### src/verilog/mevo_map.vh
`ifndef MEVO_MAP_VH
`define MEVO_MAP_VH
// ----------------------------------------
// register offsets (register index)
// ----------------------------------------
`define MEVO_ZX_CONFIG_OFS 16'h0007
`define MEVO_EVT_STATE_FIRST_OFS 16'h01cc
`define MEVO_EVT_STATE_SECOND_OFS 16'h01d0
// ----------------------------------------
// field positions
// ----------------------------------------
`define MEVO_MMODE_PULSE_TWO_BIT 7
// zero-crossing config: 5 bits per output, source [2:0], mode [4:3]
`define MEVO_ZX_FIELD_W 5
`define MEVO_ZX_ALL_OFF_BIT 15
// zero-crossing modes
`define MEVO_ZX_MODE_RISE 2'h0
`define MEVO_ZX_MODE_FALL 2'h1
`define MEVO_ZX_MODE_BOTH 2'h2
`define MEVO_ZX_MODE_OFF 2'h3
// ----------------------------------------
// power mode pin encodings {high, low}
// ----------------------------------------
`define MEVO_PM_IDLE 2'h0
`define MEVO_PM_DETECT 2'h1
`define MEVO_PM_PARTIAL 2'h2
`define MEVO_PM_NORMAL 2'h3
`define MEVO_PM_RESET 2'h0
// ----------------------------------------
// timing
// ----------------------------------------
`define MEVO_CLK_HZ 50000000
`define MEVO_MS_CYCLES (`MEVO_CLK_HZ / 1000)
`define MEVO_PULSE_MS 80
`define MEVO_LONG_PERIOD_MS 160
`define MEVO_ZX_PULSE_MS 5
`endif

### src/verilog/mevo_pins.v
// Notes on behaviour
// - first event line follows any first-state bit
// - second event line follows any second-state bit
// - detection mode: event lines show current detector
// - event lines cleared entering and leaving detection
// - warning line high only on checksum error
// - mode bit picks reactive or apparent pulse source
// - active, fundamental, harmonic pulses on fixed outputs
// - zero-crossing outputs per configured source and mode
// - power-mode pins select the operating mode
// - idle and detection drop logic context
// - pulse high 80 ms, or half short periods
`timescale 1ns/100ps
`default_nettype none
`include "mevo_map.vh"

module mevo_pins #(
    parameter MS_CYCLES = `MEVO_MS_CYCLES, // cycles per ms tick
    parameter PULSE_MS = `MEVO_PULSE_MS,
    parameter LONG_MS = `MEVO_LONG_PERIOD_MS,
    parameter ZX_MS = `MEVO_ZX_PULSE_MS
) (
    input wire core_clk_i,
    input wire arst_n_i,
    input wire power_mode_pin_low_i,
    input wire power_mode_pin_high_i,
    input wire [15:0] event_state_first_i,
    input wire [15:0] event_state_second_i,
    input wire [1:0] current_detect_i,
    input wire checksum_err_i,
    input wire [15:0] zero_crossing_config_i,
    input wire [15:0] metering_mode_first_i,
    input wire [5:0] phase_sign_i,
    input wire active_evt_i,
    input wire reactive_evt_i,
    input wire apparent_evt_i,
    input wire fundamental_evt_i,
    input wire harmonic_evt_i,
    output wire [1:0] power_mode_o,
    output wire event_line_first_o,
    output wire event_line_second_o,
    output wire fatal_warning_line_o,
    output wire zero_cross_out_a_o,
    output wire zero_cross_out_b_o,
    output wire zero_cross_out_c_o,
    output wire active_pulse_out_o,
    output wire reactive_apparent_pulse_out_o,
    output wire fundamental_pulse_out_o,
    output wire harmonic_pulse_out_o
);

    // ----------------------------------------
    // helpers
    // ----------------------------------------
    // high time in ms for a measured period in ms
    function [7:0] mevo_width;
        input [7:0] period;
        begin
            if (period >= LONG_MS[7:0]) begin
                mevo_width = PULSE_MS[7:0];
            end else if (period[7:1] == 7'h00) begin
                mevo_width = 8'h01; // never shorter than one tick
            end else begin
                mevo_width = {1'b0, period[7:1]};
            end
        end
    endfunction

    // ----------------------------------------
    // pin synchronisers
    // ----------------------------------------
    reg [1:0] pm_meta_q;
    reg [1:0] pm_q;
    reg [1:0] det_meta_q;
    reg [1:0] det_q;
    reg [5:0] sign_meta_q;
    reg [5:0] sign_q;
    reg [5:0] sign_old_q;

    // two flops each; mode pins, detector and comparators are async
    always @(posedge core_clk_i or negedge arst_n_i) begin
        if (!arst_n_i) begin
            pm_meta_q <= `MEVO_PM_RESET;
            pm_q <= `MEVO_PM_RESET;
            det_meta_q <= 2'h0;
            det_q <= 2'h0;
            sign_meta_q <= 6'h00;
            sign_q <= 6'h00;
            sign_old_q <= 6'h00;
        end else begin
            pm_meta_q <= {power_mode_pin_high_i, power_mode_pin_low_i};
            pm_q <= pm_meta_q;
            det_meta_q <= current_detect_i;
            det_q <= det_meta_q;
            sign_meta_q <= phase_sign_i;
            sign_q <= sign_meta_q;
            sign_old_q <= sign_q;
        end
    end

    // ----------------------------------------
    // power mode tracking
    // ----------------------------------------
    reg [1:0] mode_q;
    wire in_det = (mode_q == `MEVO_PM_DETECT);
    wire to_det = (pm_q == `MEVO_PM_DETECT);
    wire det_edge = (in_det != to_det); // entering or leaving
    // logic unpowered in idle and detection: context is lost
    wire logic_off = (mode_q == `MEVO_PM_IDLE) || in_det;

    always @(posedge core_clk_i or negedge arst_n_i) begin
        if (!arst_n_i) begin
            mode_q <= `MEVO_PM_RESET;
        end else begin
            mode_q <= pm_q;
        end
    end
    assign power_mode_o = mode_q;

    // ----------------------------------------
    // event lines and warning
    // ----------------------------------------
    reg event_line_first_q;
    reg event_line_second_q;
    reg warn_q;

    always @(posedge core_clk_i or negedge arst_n_i) begin
        if (!arst_n_i) begin
            event_line_first_q <= 1'b0;
            event_line_second_q <= 1'b0;
            warn_q <= 1'b0;
        end else begin
            if (det_edge) begin
                // cleared on both mode boundaries
                event_line_first_q <= 1'b0;
                event_line_second_q <= 1'b0;
            end else if (in_det) begin
                event_line_first_q <= det_q[0];
                event_line_second_q <= det_q[1];
            end else if (logic_off) begin
                event_line_first_q <= 1'b0; // idle: no context
                event_line_second_q <= 1'b0;
            end else begin
                event_line_first_q <= |event_state_first_i;
                event_line_second_q <= |event_state_second_i;
            end
            warn_q <= checksum_err_i & ~logic_off;
        end
    end
    assign event_line_first_o = event_line_first_q;
    assign event_line_second_o = event_line_second_q;
    assign fatal_warning_line_o = warn_q;

    // ----------------------------------------
    // millisecond tick
    // ----------------------------------------
    reg [31:0] ms_cnt_q;
    wire ms_tick = (ms_cnt_q == MS_CYCLES - 1);

    always @(posedge core_clk_i or negedge arst_n_i) begin
        if (!arst_n_i) begin
            ms_cnt_q <= 32'h0;
        end else if (ms_tick) begin
            ms_cnt_q <= 32'h0;
        end else begin
            ms_cnt_q <= ms_cnt_q + 32'h1;
        end
    end

    // ----------------------------------------
    // energy pulse shapers
    // ----------------------------------------
    wire [3:0] evt;
    wire [3:0] pulse;
    assign evt[0] = active_evt_i;
    // source chosen by the pulse-two select bit
    assign evt[1] = metering_mode_first_i[`MEVO_MMODE_PULSE_TWO_BIT] ?
        apparent_evt_i : reactive_evt_i;
    assign evt[2] = fundamental_evt_i;
    assign evt[3] = harmonic_evt_i;

    genvar g;
    generate
        for (g = 0; g < 4; g = g + 1) begin : g_cf
            reg [7:0] period_q; // ms since last event, saturating
            reg [7:0] width_q; // ms of high time left
            reg out_q;
            always @(posedge core_clk_i or negedge arst_n_i) begin
                if (!arst_n_i) begin
                    period_q <= 8'hff;
                    width_q <= 8'h00;
                    out_q <= 1'b0;
                end else if (logic_off) begin
                    period_q <= 8'hff;
                    width_q <= 8'h00;
                    out_q <= 1'b0;
                end else if (evt[g]) begin
                    // width from the period just ended
                    width_q <= mevo_width(period_q);
                    period_q <= 8'h00;
                    out_q <= 1'b1;
                end else if (ms_tick) begin
                    if (period_q != 8'hff) begin
                        period_q <= period_q + 8'h01;
                    end
                    if (width_q == 8'h01) begin
                        out_q <= 1'b0;
                    end
                    if (width_q != 8'h00) begin
                        width_q <= width_q - 8'h01;
                    end
                end
            end
            assign pulse[g] = out_q;
        end
    endgenerate

    assign active_pulse_out_o = pulse[0];
    assign reactive_apparent_pulse_out_o = pulse[1];
    assign fundamental_pulse_out_o = pulse[2];
    assign harmonic_pulse_out_o = pulse[3];

    // ----------------------------------------
    // zero-crossing outputs
    // ----------------------------------------
    wire [5:0] rise = sign_q & ~sign_old_q;
    wire [5:0] fall = ~sign_q & sign_old_q;
    wire [2:0] zx;

    generate
        for (g = 0; g < 3; g = g + 1) begin : g_zx
            wire [2:0] src = zero_crossing_config_i[g*`MEVO_ZX_FIELD_W +: 3];
            wire [1:0] mode = zero_crossing_config_i[g*`MEVO_ZX_FIELD_W + 3 +: 2];
            // sources 6 and 7 do not exist and never fire
            wire src_ok = (src < 3'h6);
            wire r = src_ok & rise[src];
            wire f = src_ok & fall[src];
            reg hit;
            reg [7:0] left_q;
            reg out_q;
            always @* begin
                case (mode)
                    `MEVO_ZX_MODE_RISE: hit = r;
                    `MEVO_ZX_MODE_FALL: hit = f;
                    `MEVO_ZX_MODE_BOTH: hit = r | f;
                    default: hit = 1'b0;
                endcase
            end
            always @(posedge core_clk_i or negedge arst_n_i) begin
                if (!arst_n_i) begin
                    left_q <= 8'h00;
                    out_q <= 1'b0;
                end else if (logic_off || zero_crossing_config_i[`MEVO_ZX_ALL_OFF_BIT]) begin
                    left_q <= 8'h00;
                    out_q <= 1'b0;
                end else if (hit) begin
                    left_q <= ZX_MS[7:0];
                    out_q <= 1'b1;
                end else if (ms_tick && left_q != 8'h00) begin
                    left_q <= left_q - 8'h01;
                    if (left_q == 8'h01) begin
                        out_q <= 1'b0;
                    end
                end
            end
            assign zx[g] = out_q;
        end
    endgenerate

    assign zero_cross_out_a_o = zx[0];
    assign zero_cross_out_b_o = zx[1];
    assign zero_cross_out_c_o = zx[2];

endmodule // mevo_pins
`default_nettype wire
### config.mk
export PLATFORM = sky130hd
export DESIGN_NAME = mevo_pins
export DESIGN_NICKNAME = d
export VERILOG_FILES = /design/src/verilog/mevo_pins.v
export VERILOG_INCLUDE_DIRS = /design/src /design/src/verilog
export SDC_FILE = /design/constraint.sdc
export NUM_CORES = 1
export LEC_CHECK = 0
export ABC_AREA = 1
export BUFFER_PORTS_ARGS = -buffer_cell sky130_fd_sc_hd__buf_2
export CORE_ASPECT_RATIO = 0.7
export CORE_MARGIN = 1.5
export CORE_UTILIZATION = 36
export CTS_CLUSTER_DIAMETER = 120
export DETAILED_ROUTE_END_ITERATION = 8
export GPL_TIMING_DRIVEN = 1
export PLACE_DENSITY = 0.65
export SYNTH_ARGS = -nofsm -noshare
export SYNTH_HDL_FRONTEND = slang
export SYNTH_SLANG_ARGS = --single-unit
### constraint.sdc
create_clock -name core_clk_i -period 1.6 [get_ports core_clk_i]
set_input_delay 0.32 -clock core_clk_i [delete_from_list [all_inputs] [get_ports core_clk_i]]
set_output_delay 0.32 -clock core_clk_i [all_outputs]
set_load 0.01 [all_outputs]
Word level (Yosys, flattened, before mapping)
Index checks and enable logic that the tools add are counted.

cells by class
  muxes and demuxes = 100
  bitwise gates (word level) = 15
  add/sub/neg operators = 12
  $lt $le $gt $ge = 10
  reduce and logical (&&, ||, !) cells = 59
  eq/ne operators = 21

operators by type and width
  operator                                                     number
  two-way mux 8 bit                                            41
  nonzero test 3 bit                                           22
  == test 8 x 1 -> 1 bit (second input constant)               7
  two-way mux 7 bit                                            8
  nonzero test 8 bit                                           7
  subtractor 8 x 1 -> 8 bit (second input constant)            7
  two-way mux 1 bit                                            41
  adder 32 x 1 -> 32 bit (second input constant)               1
  adder 8 x 1 -> 8 bit (second input constant)                 4
  == test 32 x 16 -> 1 bit (second input constant)             1
  greater-or-equal comparator 8 bit (second input constant)    4
  two-way mux 32 bit                                           1
  inequality test 8 bit (second input constant)                4
  OR reduction 16 bit                                          2
  AND reduction 2 bit                                          15
  logical NOT 7 bit                                            4
  binary-select mux 1 bit (select 3 bit)                       6
  AND 6 bit                                                    2
  less-than comparator 3 x 4 -> 1 bit (second input constant)  3
  NOT 6 bit                                                    2
  == test 2 x 1 -> 1 bit (second input constant)               5
  less-than comparator 3 bit (second input constant)           3
  case mux 1 bit (3 select lines)                              3
  logical NOT 2 bit                                            4
  7 further kinds                                              20

word-level totals
  register bits after elaboration = 158
  output and inout bits = 12

Logic depth before layout (Yosys ltp)
  word-level depth = 9
  depth in mapped cells = 12
  depth with buffers taken out = 12

Least setup slack after synthesis
Ideal clock, no wire load.

  path kind = register to register
  from = reg ms_cnt_q[0]
  to = reg g_zx[0].left_q[1]
  period minus slack after synthesis = 1709 ps
  arrival = 1631 ps
  path buffers = 1
  setup slack = -109 ps
  cell stages (with the launch flop) = 10
  path through = dfrtp_1 > ha_1 > nand3_2 > nor2_4 > nand2_2 > nor2_8 > buf_12 > nand2_4 > or2_0 > a21oi_1

on the way
  cells in the longest elaborated chain, start to end = 3

RTL lines
  element                              line             text
  from (decl)                          mevo_pins.v:157  reg [31:0] ms_cnt_q;
  from (signal assigned)               mevo_pins.v:166  ms_cnt_q <= ms_cnt_q + 32'h1;
  == test 32 x 16 -> 1 bit             mevo_pins.v:158  wire ms_tick = (ms_cnt_q == MS_CYCLES - 1);
  logical AND 1 bit                    mevo_pins.v:259  end else if (ms_tick && left_q != 8'h00) begin
  nonzero test 3 bit (no source line)  --
  to (signal assigned)                 mevo_pins.v:257  left_q <= ZX_MS[7:0];
  to (signal assigned)                 mevo_pins.v:260  left_q <= left_q - 8'h01;
  to (decl)                            mevo_pins.v:239  reg [7:0] left_q;

No other way between the ends.
A chain may end at the register's enable or synchronous reset.

Worst setup path in the final report
  from = reg ms_cnt_q[19]
  to = reg g_cf[1].width_q[7]

on the way
  cells in the longest elaborated chain, start to end = 3

RTL lines
  element                               line             text
  == test 32 x 16 -> 1 bit              mevo_pins.v:158
  nonzero test 3 bit (no source line)   --
  AND reduction 2 bit (no source line)  --
  to (signal assigned)                  mevo_pins.v:199  width_q <= mevo_width(period_q);
  to (signal assigned)                  mevo_pins.v:210  width_q <= width_q - 8'h01;
  to (decl)                             mevo_pins.v:186  reg [7:0] width_q;

No other way between the ends.

==> out/qor.txt <==
Status: finished with violations
Failing checks: setup timing
Initial antenna violation count: 0
Max clock buf depth: 2
Adder-cell share of the synthesized area: 0.03446
DR pass1 iterations: 6
Number of synthesized flops with an enable pin: 0
DR vias: 9915
Clock latency on the worst-skew pair: 0.44 ns
CP max-delay cell: dfrtp_1
First DRT Iteration DRCs: 859
Clock sinks: 158
Post-synthesis simple-gate area fraction: 0.3161
Post-synth top flop: dfrtp_1
Peak Freq: 0.5520 GHz
Final worst slack: -0.2116 ns
CP Data Arrival Time: 2.15 ns
Final Core Density: 0.5465
Pin count of the biggest net entering global routing: 44
Remaining DRCs: 0
CP top delay family: simple AND/OR/NAND/NOR gates
CTS tree: yes
XOR/XNOR share of the synthesized area: 0.04174
Grt total ovfl: 0
R2r worst-path depth: 11
Post-Syn Area: 9442 µm²
Gate power share: 0.232
Final hold vios: 0
Cell count after synthesis: 1287
Main combinational cell family by area after synthesis: simple AND/OR/NAND/NOR gates
Area growth, synth to finish: 49.03%
Buf/Inv on CP: 2
FF+latch count, synth: 158
CP endpoint kind: flop
Total of max-cap violations: 0
Startpoint Class: flop
Vias in the first global route: 8975
Top Ports: 94
Dpl hpwl: 18970 µm
Compound-cell area share of the yosys netlist: 0.09979
Tcrit/Tclk final: 1.132
Detailed-route wire length: 28560 µm
Yosys warning count: 0
CP Data Required Time: 1.93 ns
Maximum VDD drop: 0.0007613 V
Crit path top cell by count: nor2_2
Most frequent cells in the layout: 232 x nand2_1, 166 x inv_1, 162 x buf_4
Mapped Avg Cell Area: 7.336 µm²
Layout Nets: 1707
Die width: 196.6 µm
Clock skew: 0.01277 ns
Syn Nets: 1395
Die ar.: 27220 µm²
Worst-Margin Slew: 0.4626 ns
Max-slew violations: 0
First-pass GRT wire length: 43390 µm
DRT antenna net count: 0
Async SR Flop Fraction: 1.000
Hold Path Class: input pin to flop
Critical path cell sequence: nor2_2, nand2_1, nor2_2, nand3b_4, nor2_8, buf_6, o21ai_4, nand2_4, buf_12, nand2_2, o21a_1
H-tree levels: 4
Clk slew on worst S/H paths: 0.07 ns
Seq/Total Area, Yosys: 0.4230
Total power density per cell area: 809.8 nW/µm²
Inst Count DP: 1859
RePlAce Congestion: 0.9144
Worst Hold Launch: checksum_err_i
Area of the multi-input gates: 5863 µm²
WL/cell: 14.70 µm
Worst Hold Depth: 3
Die Y: 138.5 µm
Int Pwr: 7.700 mW
Cell Rows: 49
Reg-to-Reg End: g_cf[1].width_q[7]$_DFFE_PN0P_
Initial Utilization: 0.3667
IO buf count: 78
Clock power share: 0.365
Crit Reg-Reg Startpoint: ms_cnt_q[19]$_DFF_PN0_
Core ar.: 25750 µm²
Share of cells above drive strength 1: 0.3865
R2R setup slack: -0.21 ns
Slew margin rel.: 0.6889
Proportion of power drawn by flip-flops and latches: 0.403
Clock Root Buffer: clkbuf_16
RSZ-0062 raised after global routing: true
Switching power total: 3.695 mW
Non-filler cells in the finished layout: 1943
Leakage: 7.001 nW
Most common cell after layout, fill and taps aside: nand2_1
Ant. Diodes: 0
Fin Setup TNS: -11.55 ns
Final worst path period need: 1.812 ns
Hold EP: fatal_warning_line_o$_DFF_PN0_
Unique masters post-synth: 38
Vias per Instance: 5.103
GRT Total Usage: 0.1957
Critical path class: flop to flop
CP max stage delay: 0.40 ns
Final setup viols: 100
FILL cells: 2259
TritonCTS buffer count: 17
Post-synthesis mux area share: 0
Sw frac: 0.3242
Crit path max fanout: 6
Final instance area: 14070 µm²
FF+latch area: 3995 µm²
Area post-placement: 11660 µm²
## power by group through the flow
stage	sequential (mW)	combinational, mW	clock (mW)
2_1_floorplan	4.63	1.26	0
3_3_place_gp	4.63	2.14	0
3_5_place_dp	4.64	2.18	0
4_1_cts	4.58	2.37	4.22
5_1_grt	4.63	2.95	4.40
6_report	4.59	2.65	4.16
## worst register-to-register path, cell delays in order (launching register included)
cell,delay [ns]
dfrtp_1,0.40
nor2_2,0.15
nand2_1,0.08
nor2_2,0.15
nand3b_4,0.11
nor2_8,0.23
buf_6,0.14
o21ai_4,0.06
nand2_4,0.11
buf_12,0.14
nand2_2,0.04
o21a_1,0.10
## final cells by class
type | count | area share
Tap cell | 331 | 0.02943
Clock inverter | 15 | 0.01183
Clock buffer | 17 | 0.03023
Multi-Input combinational cell | 928 | 0.4167
Timing Repair Buffer | 308 | 0.1768
Sequential cell | 158 | 0.2839
Inverter | 186 | 0.05113
## sequential cells by signal, indices dropped and copies added, names as in the netlist
signal                         flops
active_pulse_out_o                 1
det_meta_q                         2
det_q                              2
event_line_first_o                 1
event_line_second_o                1
fatal_warning_line_o               1
fundamental_pulse_out_o            1
g_cf.period_q                     32
g_cf.width_q                      32
g_zx.left_q                       24
harmonic_pulse_out_o               1
ms_cnt_q                          32
pm_meta_q                          2
pm_q                               2
power_mode_o                       2
reactive_apparent_pulse_out_o      1
sign_meta_q                        6
sign_old_q                         6
sign_q                             6
zero_cross_out_a_o                 1
zero_cross_out_b_o                 1
zero_cross_out_c_o                 1
## worst max-delay path by stage
| stage | from | end | slack (ns) | cells after the start |
|---|---|---|---|---|
| floorplan | g_cf[1].period_q[0]$_DFFE_PN1P_ | g_cf[1].period_q[4]$_DFFE_PN1P_ | -0.02 | 7 |
| global placement | ms_cnt_q[10]$_DFF_PN0_ | g_cf[0].width_q[3]$_DFFE_PN0P_ | -0.24 | 10 |
| detailed placement | ms_cnt_q[10]$_DFF_PN0_ | g_cf[0].width_q[0]$_DFFE_PN0P_ | -0.29 | 11 |
| CTS | ms_cnt_q[11]$_DFF_PN0_ | g_cf[0].width_q[6]$_DFFE_PN0P_ | -0.19 | 11 |
| global route | ms_cnt_q[9]$_DFF_PN0_ | g_zx[1].left_q[2]$_DFFE_PN0P_ | -0.32 | 12 |
| finish | ms_cnt_q[19]$_DFF_PN0_ | g_cf[1].width_q[7]$_DFFE_PN0P_ | -0.21 | 11 |
## synth_stat cells (5+ instances only)
master / n / area share
nor2_2: 10 / 0.0066
xnor2_1: 14 / 0.013
dfrtp_1: 126 / 0.33
nand2_2: 7 / 0.0046
buf_4: 5 / 0.0040
nor3_1: 37 / 0.020
ha_1: 26 / 0.034
dfstp_2: 32 / 0.089
o21ai_0: 101 / 0.054
nand2_1: 308 / 0.12
nor2_1: 137 / 0.054
a31oi_1: 5 / 0.0033
inv_1: 179 / 0.071
nor4_1: 14 / 0.0093
nand3_1: 121 / 0.064
clkbuf_1: 9 / 0.0036
nand4_1: 34 / 0.023
o22ai_1: 15 / 0.0099
a21oi_1: 45 / 0.024
xor2_1: 31 / 0.029
## kinds of logic after synthesis
family,count (synthesis)
simple gates,680
buf+inv,202
compound gates,176
flops,158
xor+xnor,45
fa+ha+maj,26
## per-layer routing
| layer | vias to the layer above | GRT usage | part of all wire |
|---|---|---|---|
| met5 | - | 0 | 0 |
| met4 | 0 | 0.04939 | 0.023 |
| met3 | 74 | 0.03440 | 0.059 |
| met2 | 352 | 0.2997 | 0.46 |
| met1 | 4662 | 0.2852 | 0.46 |
| li1 | 4827 | - | - |
## through the flow
stage	total power, mW	hold slack (ns)	worst slack [ns]
after floorplan	5.883	0.02441	-0.01523
after global placement	6.776	0.2780	-0.2421
after detailed placement	6.823	0.2661	-0.2861
after CTS	11.16	0.001848	-0.1938
after global routing	11.98	0.07254	-0.3243
final	11.40	0.07195	-0.2116
## timing repair
action / 4_1_cts / 5_1_grt
pin swaps: 47 / 105
gates cloned: 2 / 2
gates resized for setup: 135 / 262
hold endpoints to repair: 38 / 1
endpoints found under the setup margin: 102 / 122
hold buffers: 10 / 1
setup buffers: 17 / 29
Note: power is estimated with default switching activity, not from simulation.
